$ cat config.mk
export PLATFORM = sky130hd
export DESIGN_NAME = host_bus_cycle_interface
export DESIGN_NICKNAME = d
export VERILOG_FILES = /design/src/pkg/host_bus_pkg.sv /design/src/pkg/reg_bank_if.sv /design/src/core/reg_bank.sv /design/src/core/host_bus_cycle_interface.sv
export VERILOG_INCLUDE_DIRS = /design/src /design/src/pkg
export SDC_FILE = /design/constraint.sdc
export NUM_CORES = 2
export LEC_CHECK = 0
export ABC_AREA = 1
export BUFFER_PORTS_ARGS = -buffer_cell sky130_fd_sc_hd__buf_2
export CAP_MARGIN = 25
export CORE_ASPECT_RATIO = 1.4
export CORE_MARGIN = 2
export CORE_UTILIZATION = 25
export DETAILED_ROUTE_END_ITERATION = 16
export MAX_ROUTING_LAYER = met4
export SYNTH_ARGS = -nofsm -noshare
export SYNTH_HDL_FRONTEND = slang
export SYNTH_HIERARCHICAL = 1
export SYNTH_SLANG_ARGS = --single-unit
$ cat constraint.sdc
create_clock -name mclk_in -period 3.7 [get_ports mclk_in]
set_input_delay 0 -clock mclk_in [delete_from_list [all_inputs] [get_ports mclk_in]]
set_output_delay 0 -clock mclk_in [all_outputs]
set_load 0.01 [all_outputs]
$ cat src/pkg/host_bus_consts.svh
// Address map, reset values and timing counts of the host bus port
`ifndef HOST_BUS_CONSTS_SVH
`define HOST_BUS_CONSTS_SVH

`define HB_CLK_MHZ 100
`define HB_HOLDOFF_NS 1000
`define HB_HOLDOFF_CYC ((`HB_HOLDOFF_NS * `HB_CLK_MHZ + 999) / 1000)
`define HB_HOLDOFF_W 7

`define HB_ADDR_W 7
`define HB_DATA_W 8
`define HB_CHAN_W 2
`define HB_MODEM_W 4
`define HB_SVC_W 3
`define HB_RAM_IDX_W 9

`define HB_WINDOW_BIT 6
`define HB_ADDR_CHAN_PTR 7'h3C
`define HB_ADDR_SVC_END 7'h3D
`define HB_ADDR_SVC_STATUS 7'h3E
`define HB_ADDR_MODEM 7'h3F
`define HB_ADDR_VEC_BASE 7'h40

`define HB_RST_CHAN_PTR 2'h0
`define HB_RST_SVC_STATUS 3'h0
`define HB_RST_DATA 8'h00

`endif

$ cat src/pkg/host_bus_pkg.sv
// Types of the host bus port
package host_bus_pkg;
   typedef enum logic [2:0] {
      ST_IDLE = 3'h0,
      ST_C1 = 3'h1,
      ST_C2 = 3'h3,
      ST_C3 = 3'h2,
      ST_C4 = 3'h6,
      ST_DONE = 3'h7
   } cycle_state_e;
endpackage

$ cat src/pkg/reg_bank_if.sv
// Link between the cycle sequencer and the register bank
`include "host_bus_consts.svh"
interface reg_bank_if;
   logic [`HB_ADDR_W-1:0] addr;
   logic wr_stb;
   logic [`HB_DATA_W-1:0] wr_data;
   logic svc_stb;
   logic [`HB_CHAN_W-1:0] req_chan;
   logic [`HB_MODEM_W-1:0] modem;
   logic [`HB_DATA_W-1:0] rd_data;
   logic [`HB_SVC_W-1:0] svc_req;
   modport core (output addr, wr_stb, wr_data, svc_stb, req_chan, modem,
                 input rd_data, svc_req);
   modport bank (input addr, wr_stb, wr_data, svc_stb, req_chan, modem,
                 output rd_data, svc_req);
endinterface

$ cat src/core/reg_bank.sv
// Register bank: RAM array windowed by the channel pointer, plus live locations
`include "host_bus_consts.svh"
module reg_bank (
   input wire logic mclk_in,
   input wire logic nrst_in,
   reg_bank_if.bank rb
);
   logic [`HB_DATA_W-1:0] ram [0:(1 << `HB_RAM_IDX_W)-1];
   logic [`HB_CHAN_W-1:0] chan_ptr;
   logic [`HB_CHAN_W-1:0] next_chan_ptr;
   logic [`HB_SVC_W-1:0] svc_status;
   logic [`HB_SVC_W-1:0] next_svc_status;
   logic [`HB_RAM_IDX_W-1:0] idx;
   logic windowed;

   assign windowed = rb.addr[`HB_WINDOW_BIT];
   // Channel pointer forms the upper part of the internal address of windowed locations; others use channel 0
   assign idx = {windowed, (windowed ? chan_ptr : `HB_RST_CHAN_PTR),
                 rb.addr[`HB_WINDOW_BIT-1:0]};
   assign rb.svc_req = svc_status;

   always_comb begin
      next_chan_ptr = chan_ptr;
      next_svc_status = svc_status;
      if (rb.svc_stb) begin
         next_chan_ptr = rb.req_chan;
      end else if (rb.wr_stb && rb.addr == `HB_ADDR_CHAN_PTR) begin
         next_chan_ptr = rb.wr_data[`HB_CHAN_W-1:0];
      end
      if (rb.wr_stb && rb.addr == `HB_ADDR_SVC_STATUS) begin
         next_svc_status = rb.wr_data[`HB_SVC_W-1:0];
      end
   end

   always_comb begin
      unique case (rb.addr)
         `HB_ADDR_CHAN_PTR: rb.rd_data = {{(`HB_DATA_W-`HB_CHAN_W){1'h0}}, chan_ptr};
         `HB_ADDR_SVC_END: rb.rd_data = `HB_RST_DATA;
         `HB_ADDR_SVC_STATUS: rb.rd_data = {{(`HB_DATA_W-`HB_SVC_W){1'h0}}, svc_status};
         `HB_ADDR_MODEM: rb.rd_data = {{(`HB_DATA_W-`HB_MODEM_W){1'h0}}, rb.modem};
         default: rb.rd_data = ram[idx];
      endcase
   end

   always_ff @(posedge mclk_in or negedge nrst_in) begin
      if (!nrst_in) begin
         chan_ptr <= `HB_RST_CHAN_PTR;
         svc_status <= `HB_RST_SVC_STATUS;
      end else begin
         chan_ptr <= next_chan_ptr;
         svc_status <= next_svc_status;
      end
   end

   // RAM has no reset; contents are undefined until written
   always_ff @(posedge mclk_in) begin
      if (rb.wr_stb) begin
         ram[idx] <= rb.wr_data;
      end
   end
endmodule // reg_bank

$ cat src/core/host_bus_cycle_interface.sv
// Host bus cycle sequencer with daisy chain and hold-off
`include "host_bus_consts.svh"
module host_bus_cycle_interface (
   input wire logic mclk_in,
   input wire logic nrst_in,
   input wire logic cs_n_in,
   input wire logic data_strobe_n_in,
   input wire logic rw_in,
   input wire logic [`HB_ADDR_W-1:0] addr_in,
   input wire logic [`HB_DATA_W-1:0] data_in,
   input wire logic [`HB_SVC_W-1:0] service_ack_n_in,
   input wire logic chain_grant_n_in,
   input wire logic [`HB_MODEM_W-1:0] modem_in,
   input wire logic [`HB_CHAN_W-1:0] req_chan_in,
   output logic [`HB_DATA_W-1:0] data_out,
   output logic data_oe_out,
   output logic transfer_ack_n_out,
   output logic chain_pass_n_out,
   output logic [`HB_SVC_W-1:0] svc_req_n_out
);
   localparam int PIN_W = 3 + `HB_ADDR_W + `HB_DATA_W + `HB_SVC_W + 1 + `HB_MODEM_W;

   reg_bank_if rb ();

   logic [PIN_W-1:0] pin_meta;
   logic [PIN_W-1:0] pin_sync;
   logic s_cs_n;
   logic s_ds_n;
   logic s_rw;
   logic [`HB_ADDR_W-1:0] s_addr;
   logic [`HB_DATA_W-1:0] s_data;
   logic [`HB_SVC_W-1:0] s_svc_n;
   logic s_grant_n;
   logic [`HB_MODEM_W-1:0] s_modem;

   host_bus_pkg::cycle_state_e state;
   host_bus_pkg::cycle_state_e next_state;
   logic phase;
   logic next_phase;
   logic kind_svc;
   logic next_kind_svc;
   logic is_wr;
   logic next_is_wr;
   logic [`HB_ADDR_W-1:0] addr_lat;
   logic [`HB_ADDR_W-1:0] next_addr_lat;
   logic [`HB_HOLDOFF_W-1:0] holdoff;
   logic [`HB_HOLDOFF_W-1:0] next_holdoff;
   logic [`HB_DATA_W-1:0] next_data;
   logic next_oe;
   logic next_ack_n;
   logic next_pass_n;
   logic [`HB_SVC_W-1:0] next_req_n;
   logic wr_stb;
   logic svc_stb;
   logic ack_now;

   logic fall;
   logic cs_act;
   logic ds_act;
   logic grant_act;
   logic [`HB_SVC_W-1:0] svc_act;
   logic svc_hit;
   logic cyc_on;
   logic [`HB_ADDR_W-1:0] vec_addr;

   // Two-stage synchroniser on every pin input except req_chan_in, which goes to the bank unsynchronised
   always_ff @(posedge mclk_in or negedge nrst_in) begin
      if (!nrst_in) begin
         pin_meta <= {PIN_W{1'h1}};
         pin_sync <= {PIN_W{1'h1}};
      end else begin
         pin_meta <= {cs_n_in, data_strobe_n_in, rw_in, addr_in, data_in,
                      service_ack_n_in, chain_grant_n_in, modem_in};
         pin_sync <= pin_meta;
      end
   end

   assign {s_cs_n, s_ds_n, s_rw, s_addr, s_data, s_svc_n, s_grant_n, s_modem} = pin_sync;

   assign rb.addr = addr_lat;
   assign rb.wr_data = s_data;
   assign rb.wr_stb = wr_stb;
   assign rb.svc_stb = svc_stb;
   assign rb.req_chan = req_chan_in;
   assign rb.modem = s_modem;

   reg_bank u_bank (
      .mclk_in(mclk_in),
      .nrst_in(nrst_in),
      .rb(rb.bank)
   );

   assign fall = phase;
   assign cs_act = ~s_cs_n;
   assign ds_act = ~s_ds_n;
   assign grant_act = ~s_grant_n;
   assign svc_act = ~s_svc_n;
   assign svc_hit = |(svc_act & rb.svc_req);
   assign cyc_on = ds_act & (kind_svc ? grant_act : cs_act);

   // Vector location of the acknowledged request type, lowest type first
   always_comb begin
      vec_addr = `HB_ADDR_VEC_BASE;
      for (int i = `HB_SVC_W - 1; i >= 0; i--) begin
         if (svc_act[i]) begin
            vec_addr = `HB_ADDR_VEC_BASE + `HB_ADDR_W'(i);
         end
      end
   end

   always_comb begin
      next_state = state;
      next_phase = ~phase;
      next_kind_svc = kind_svc;
      next_is_wr = is_wr;
      next_addr_lat = addr_lat;
      next_holdoff = holdoff;
      next_data = data_out;
      next_oe = data_oe_out;
      next_ack_n = transfer_ack_n_out;
      next_req_n = ~rb.svc_req;
      next_pass_n = ~(ds_act & grant_act & ~svc_hit);
      wr_stb = 1'h0;
      svc_stb = 1'h0;
      ack_now = 1'h0;
      if (holdoff != `HB_HOLDOFF_W'(0)) begin
         next_holdoff = holdoff - `HB_HOLDOFF_W'(1);
      end
      unique case (state)
         host_bus_pkg::ST_IDLE: begin
            // Late strobes are simply caught at the next fall
            if (fall && ds_act && cs_act) begin
               next_state = host_bus_pkg::ST_C1;
               next_kind_svc = 1'h0;
               next_is_wr = ~s_rw;
               next_addr_lat = s_addr;
            end else if (fall && ds_act && grant_act && svc_hit) begin
               next_state = host_bus_pkg::ST_C1;
               next_kind_svc = 1'h1;
               next_is_wr = 1'h0;
               next_addr_lat = vec_addr;
               svc_stb = 1'h1;
            end
         end
         host_bus_pkg::ST_C1: begin
            if (fall) begin
               next_state = host_bus_pkg::ST_C2;
            end
         end
         host_bus_pkg::ST_C2: begin
            // Fall of the third cycle
            if (fall) begin
               next_state = host_bus_pkg::ST_C3;
               if (!is_wr) begin
                  next_data = rb.rd_data;
                  next_oe = 1'h1;
               end
            end
         end
         host_bus_pkg::ST_C3: begin
            // Fall of the fourth cycle; ST_DONE waits out the hold-off
            if (fall) begin
               next_state = host_bus_pkg::ST_DONE;
               if (holdoff == `HB_HOLDOFF_W'(0)) begin
                  next_state = host_bus_pkg::ST_C4;
                  ack_now = 1'h1;
               end
            end
         end
         host_bus_pkg::ST_DONE: begin
            if (fall && holdoff == `HB_HOLDOFF_W'(0)) begin
               next_state = host_bus_pkg::ST_C4;
               ack_now = 1'h1;
            end
         end
         host_bus_pkg::ST_C4: begin
         end
         default: begin
            next_state = host_bus_pkg::ST_IDLE;
         end
      endcase
      if (ack_now) begin
         next_ack_n = 1'h0;
         wr_stb = is_wr;
         if (kind_svc || (is_wr && addr_lat == `HB_ADDR_SVC_END)) begin
            next_holdoff = `HB_HOLDOFF_W'(`HB_HOLDOFF_CYC);
         end
      end
      if (state != host_bus_pkg::ST_IDLE && !cyc_on) begin
         next_state = host_bus_pkg::ST_IDLE;
         next_oe = 1'h0;
         next_ack_n = 1'h1;
         wr_stb = 1'h0;
      end
   end

   always_ff @(posedge mclk_in or negedge nrst_in) begin
      if (!nrst_in) begin
         state <= host_bus_pkg::ST_IDLE;
         phase <= 1'h0;
         kind_svc <= 1'h0;
         is_wr <= 1'h0;
         addr_lat <= `HB_ADDR_W'(0);
         holdoff <= `HB_HOLDOFF_W'(0);
         data_out <= `HB_RST_DATA;
         data_oe_out <= 1'h0;
         transfer_ack_n_out <= 1'h1;
         chain_pass_n_out <= 1'h1;
         svc_req_n_out <= {`HB_SVC_W{1'h1}};
      end else begin
         state <= next_state;
         phase <= next_phase;
         kind_svc <= next_kind_svc;
         is_wr <= next_is_wr;
         addr_lat <= next_addr_lat;
         holdoff <= next_holdoff;
         data_out <= next_data;
         data_oe_out <= next_oe;
         transfer_ack_n_out <= next_ack_n;
         chain_pass_n_out <= next_pass_n;
         svc_req_n_out <= next_req_n;
      end
   end
endmodule // host_bus_cycle_interface

==> flow_summary.json <==
{
  "drive_gt1_share_pct": 14.5,
  "layout.nets": 7939,
  "grt_pass1_wl_um": 436000,
  "routed.top_layer": "met4",
  "wire_per_inst_um": 22.9,
  "violations": "negative setup slack",
  "cts_tree": "done",
  "die_area_um2": 412000,
  "worstMarginPinSlew_ns": 1.06,
  "p_leak_nw": 41.3,
  "clk_pin_slew_ns": 0.07,
  "crit_chain": "nand2_1, inv_8, buf_12, a22oi_1, nand2_1, nand2_1, nand2_1, o21ai_0, nand3_1, nand3_1, a21oi_1, nand2_1, nand2_1",
  "met1_length_um": 108000,
  "maxCapViolations": 0,
  "rows": 277,
  "worstSetupPathType": "reg -> reg",
  "synth_enable_flop_cells": 2560,
  "fp.dieH_um": 758,
  "num_vias": 63200,
  "relSlewSlack_pct": 29.4,
  "synth_common_cells": "2560 x edfxtp_1, 2184 x nand2_1, 952 x a22oi_1, 569 x nor2_1, 215 x clkbuf_1",
  "setup_violations": 1,
  "vias_per_cell": 4.72,
  "setup_slack_ns": -0.00135,
  "synth.net_count": 7371,
  "htreeDepth": 4,
  "ant_nets": 0,
  "yosysMostFrequentCell": "edfxtp_1",
  "finClkSkew_ns": 0.0877,
  "slowest_delay_ns": 0.63,
  "fin_cells": 13400,
  "ys_ff_latch": 2651,
  "path_buf_inv": 2,
  "period_minus_slack_ns": 3.70,
  "gp_congestion": 0.929,
  "dp_cells": 12900,
  "first_iter_violations": 6686,
  "final_hold_viol_count": 0,
  "grt_usage_pct": 14.7,
  "grt_max_degree": 126,
  "powerDensity_nw_per_um2": 699,
  "critPathSlowestCell": "o21ai_0",
  "die_w_um": 543,
  "clock-root-buffer": "clkbuf_16",
  "io_buffers": 43,
  "required_ns": 4.45,
  "syn_inst": 7339,
  "drt-pass1-iter-count": 6,
  "maxSlewViolCount": 0,
  "ir_drop_v": 0.000492,
  "cts_sinks": 2651,
  "cp_max_fo": 77,
  "synth.top_cell.area_share_pct": 75.7,
  "async_flop_share_pct": 3.43,
  "core_region_area_um2": 406000,
  "min_period_over_period_pct": 100,
  "seq_area_frac_synth_pct": 78.0,
  "clockBufferDepth": 4,
  "regToRegSetupSlack_ns": -0.001,
  "gr-total-overflow": 0,
  "remaining_drc_errors": 0,
  "status": "finished, violations left",
  "power_mw": 84.5,
  "synth_cell_type_count": 43,
  "met2_length_um": 161000,
  "clk_latency_ns": 0.91,
  "ys_warn_count": 6,
  "route.met3.wl_um": 16800,
  "drt-total-wl_um": 307000,
  "dp_slack_ns": 0.0469,
  "netlist.top_cell.by_area": "edfxtp_1",
  "area.growth.synth_to_final_pct": 19.0,
  "rsz0062_at_grt": "false",
  "syn_area_um2": 102000,
  "syn_area_per_cell_um2": 13.8,
  "antenna_found_initial": 7,
  "max_freq_ghz": 0.270,
  "crit_family": "simple AND/OR/NAND/NOR gates",
  "endpoint_kind": "flip-flop",
  "critPathLaunchType": "flip-flop",
  "cts_buffers": 220,
  "grt_pass1_vias": 62800,
  "arrival_ns": 4.45,
  "min_path_type": "in -> reg",
  "hpwl_um": 191000,
  "ys_top_cells_by_area": "edfxtp_1 76%, nand2_1 8.1%, a22oi_1 7.0%, nor2_1 2.1%, dfstp_2 1.5%",
  "hold_slack_ns": 0.267,
  "ys.flop_type": "edfxtp_1",
  "initial_core_util_pct": 25.1,
  "critical_path.most_common_cell": "nand2_1",
  "io_pins": 44
}
==> where the power goes <==
group          internal, mW  total, mW  switching (mW)
clock                  12.9       23.6            10.7
sequential             33.1       33.5           0.485
combinational          8.07       27.3            19.3
==> layout make-up <==
| cell class | instances | area (µm²) |
|---|---|---|
| antenna | 13 | 32.5 |
| tap | 5301 | 6630 |
| multi-input combinational | 4193 | 20400 |
| inverter | 63 | 262 |
| fill | 40400 | 285000 |
| clock buffer | 270 | 5880 |
| timing repair buffer | 778 | 7180 |
| sequential | 2651 | 79300 |
| clock inverter | 131 | 1300 |
==> cells by family after synthesis <==
family                   share of synthesized area [%]
AO/OA/AOI/OAI                                     8.09
XOR/XNOR                                        0.0172
adder cells (fa/ha/maj)                         0.0246
buffers and inverters                             2.08
flip-flops                                        78.0
AND/OR/NAND/NOR                                   11.8
==> final timing paths <==
check / end / cells after the start / from
min reg2reg: pin_sync[16]$_DFF_PN1_ / 0 / pin_meta[16]$_DFF_PN1_
max reg2reg: data_out[4]$_DFFE_PN0P_ / 13 / addr_lat[0]$_DFFE_PN0P_
min: pin_meta[24]$_DFF_PN1_ / 3 / data_strobe_n_in
max: data_out[4]$_DFFE_PN0P_ / 13 / addr_lat[0]$_DFFE_PN0P_
min in group asynchronous: pin_sync[16]$_DFF_PN1_ / 3 / nrst_in
max in group asynchronous: transfer_ack_n_out$_DFFE_PN1P_ / 4 / nrst_in
==> sequential cells by signal (all words and copies together) (netlist names), 3 cells and up <==
register and cells:
u_bank/ram 2560, data_out 8, addr_lat 7, pin_sync 26
svc_req_n_out 3, state 3, u_bank/rb.svc_req 3, pin_meta 26
holdoff 7
==> layout by cell type, fill, tap and decap left out, types with 9 or more instances in the layout <==
cell           count
clkbuf_16        225
dfrtp_1           32
buf_2             42
diode_2           13
nor2_1           562
o21ai_0           48
nand2_1         2169
dfstp_2           49
dlygate4sd3_1     58
a22oi_1          952
nor3_1            16
nand3_1           80
nand2_2           17
edfxtp_1        2560
o21ai_1           17
inv_1             51
clkinv_1          44
clkinvlp_4        10
clkbuf_8           9
nor2_4             9
nand4_1          137
clkinv_2          41
clkbuf_1          33
buf_4            576
or2_2             21
a21oi_1          122
bufinv_16         23
buf_12            99
==> repair_timing <==
item	4_1_cts	5_1_grt
setup endpoints to repair	0	5
hold buffers	59	0
gates resized for setup	0	4
hold endpoints to repair	81	0
buffers inserted	0	5
==> worst min-delay path, delay by kind of cell <==
family	cells	cell delay [ns]
buf+inv	3	1.14
==> metal layers <==
layer	track usage [%]	vias to the layer above
met5	-	-
met2	26.3	2389
li1	-	28100
met3	1.63	759
met4	9.00	0
met1	15.6	32000
==> per-stage QoR <==
step / utilization [%] / cell area (µm²) / setup TNS [ns]
final: 29.8 / 121000 / -0.00135
after global routing: 29.8 / 121000 / 0
after CTS: 29.8 / 121000 / 0
after detailed placement: 27.9 / 113000 / 0
after global placement: 27.9 / 113000 / 0
after floorplan: - / 102000 / 0
No activity file was read; power rests on OpenSTA's default activity.
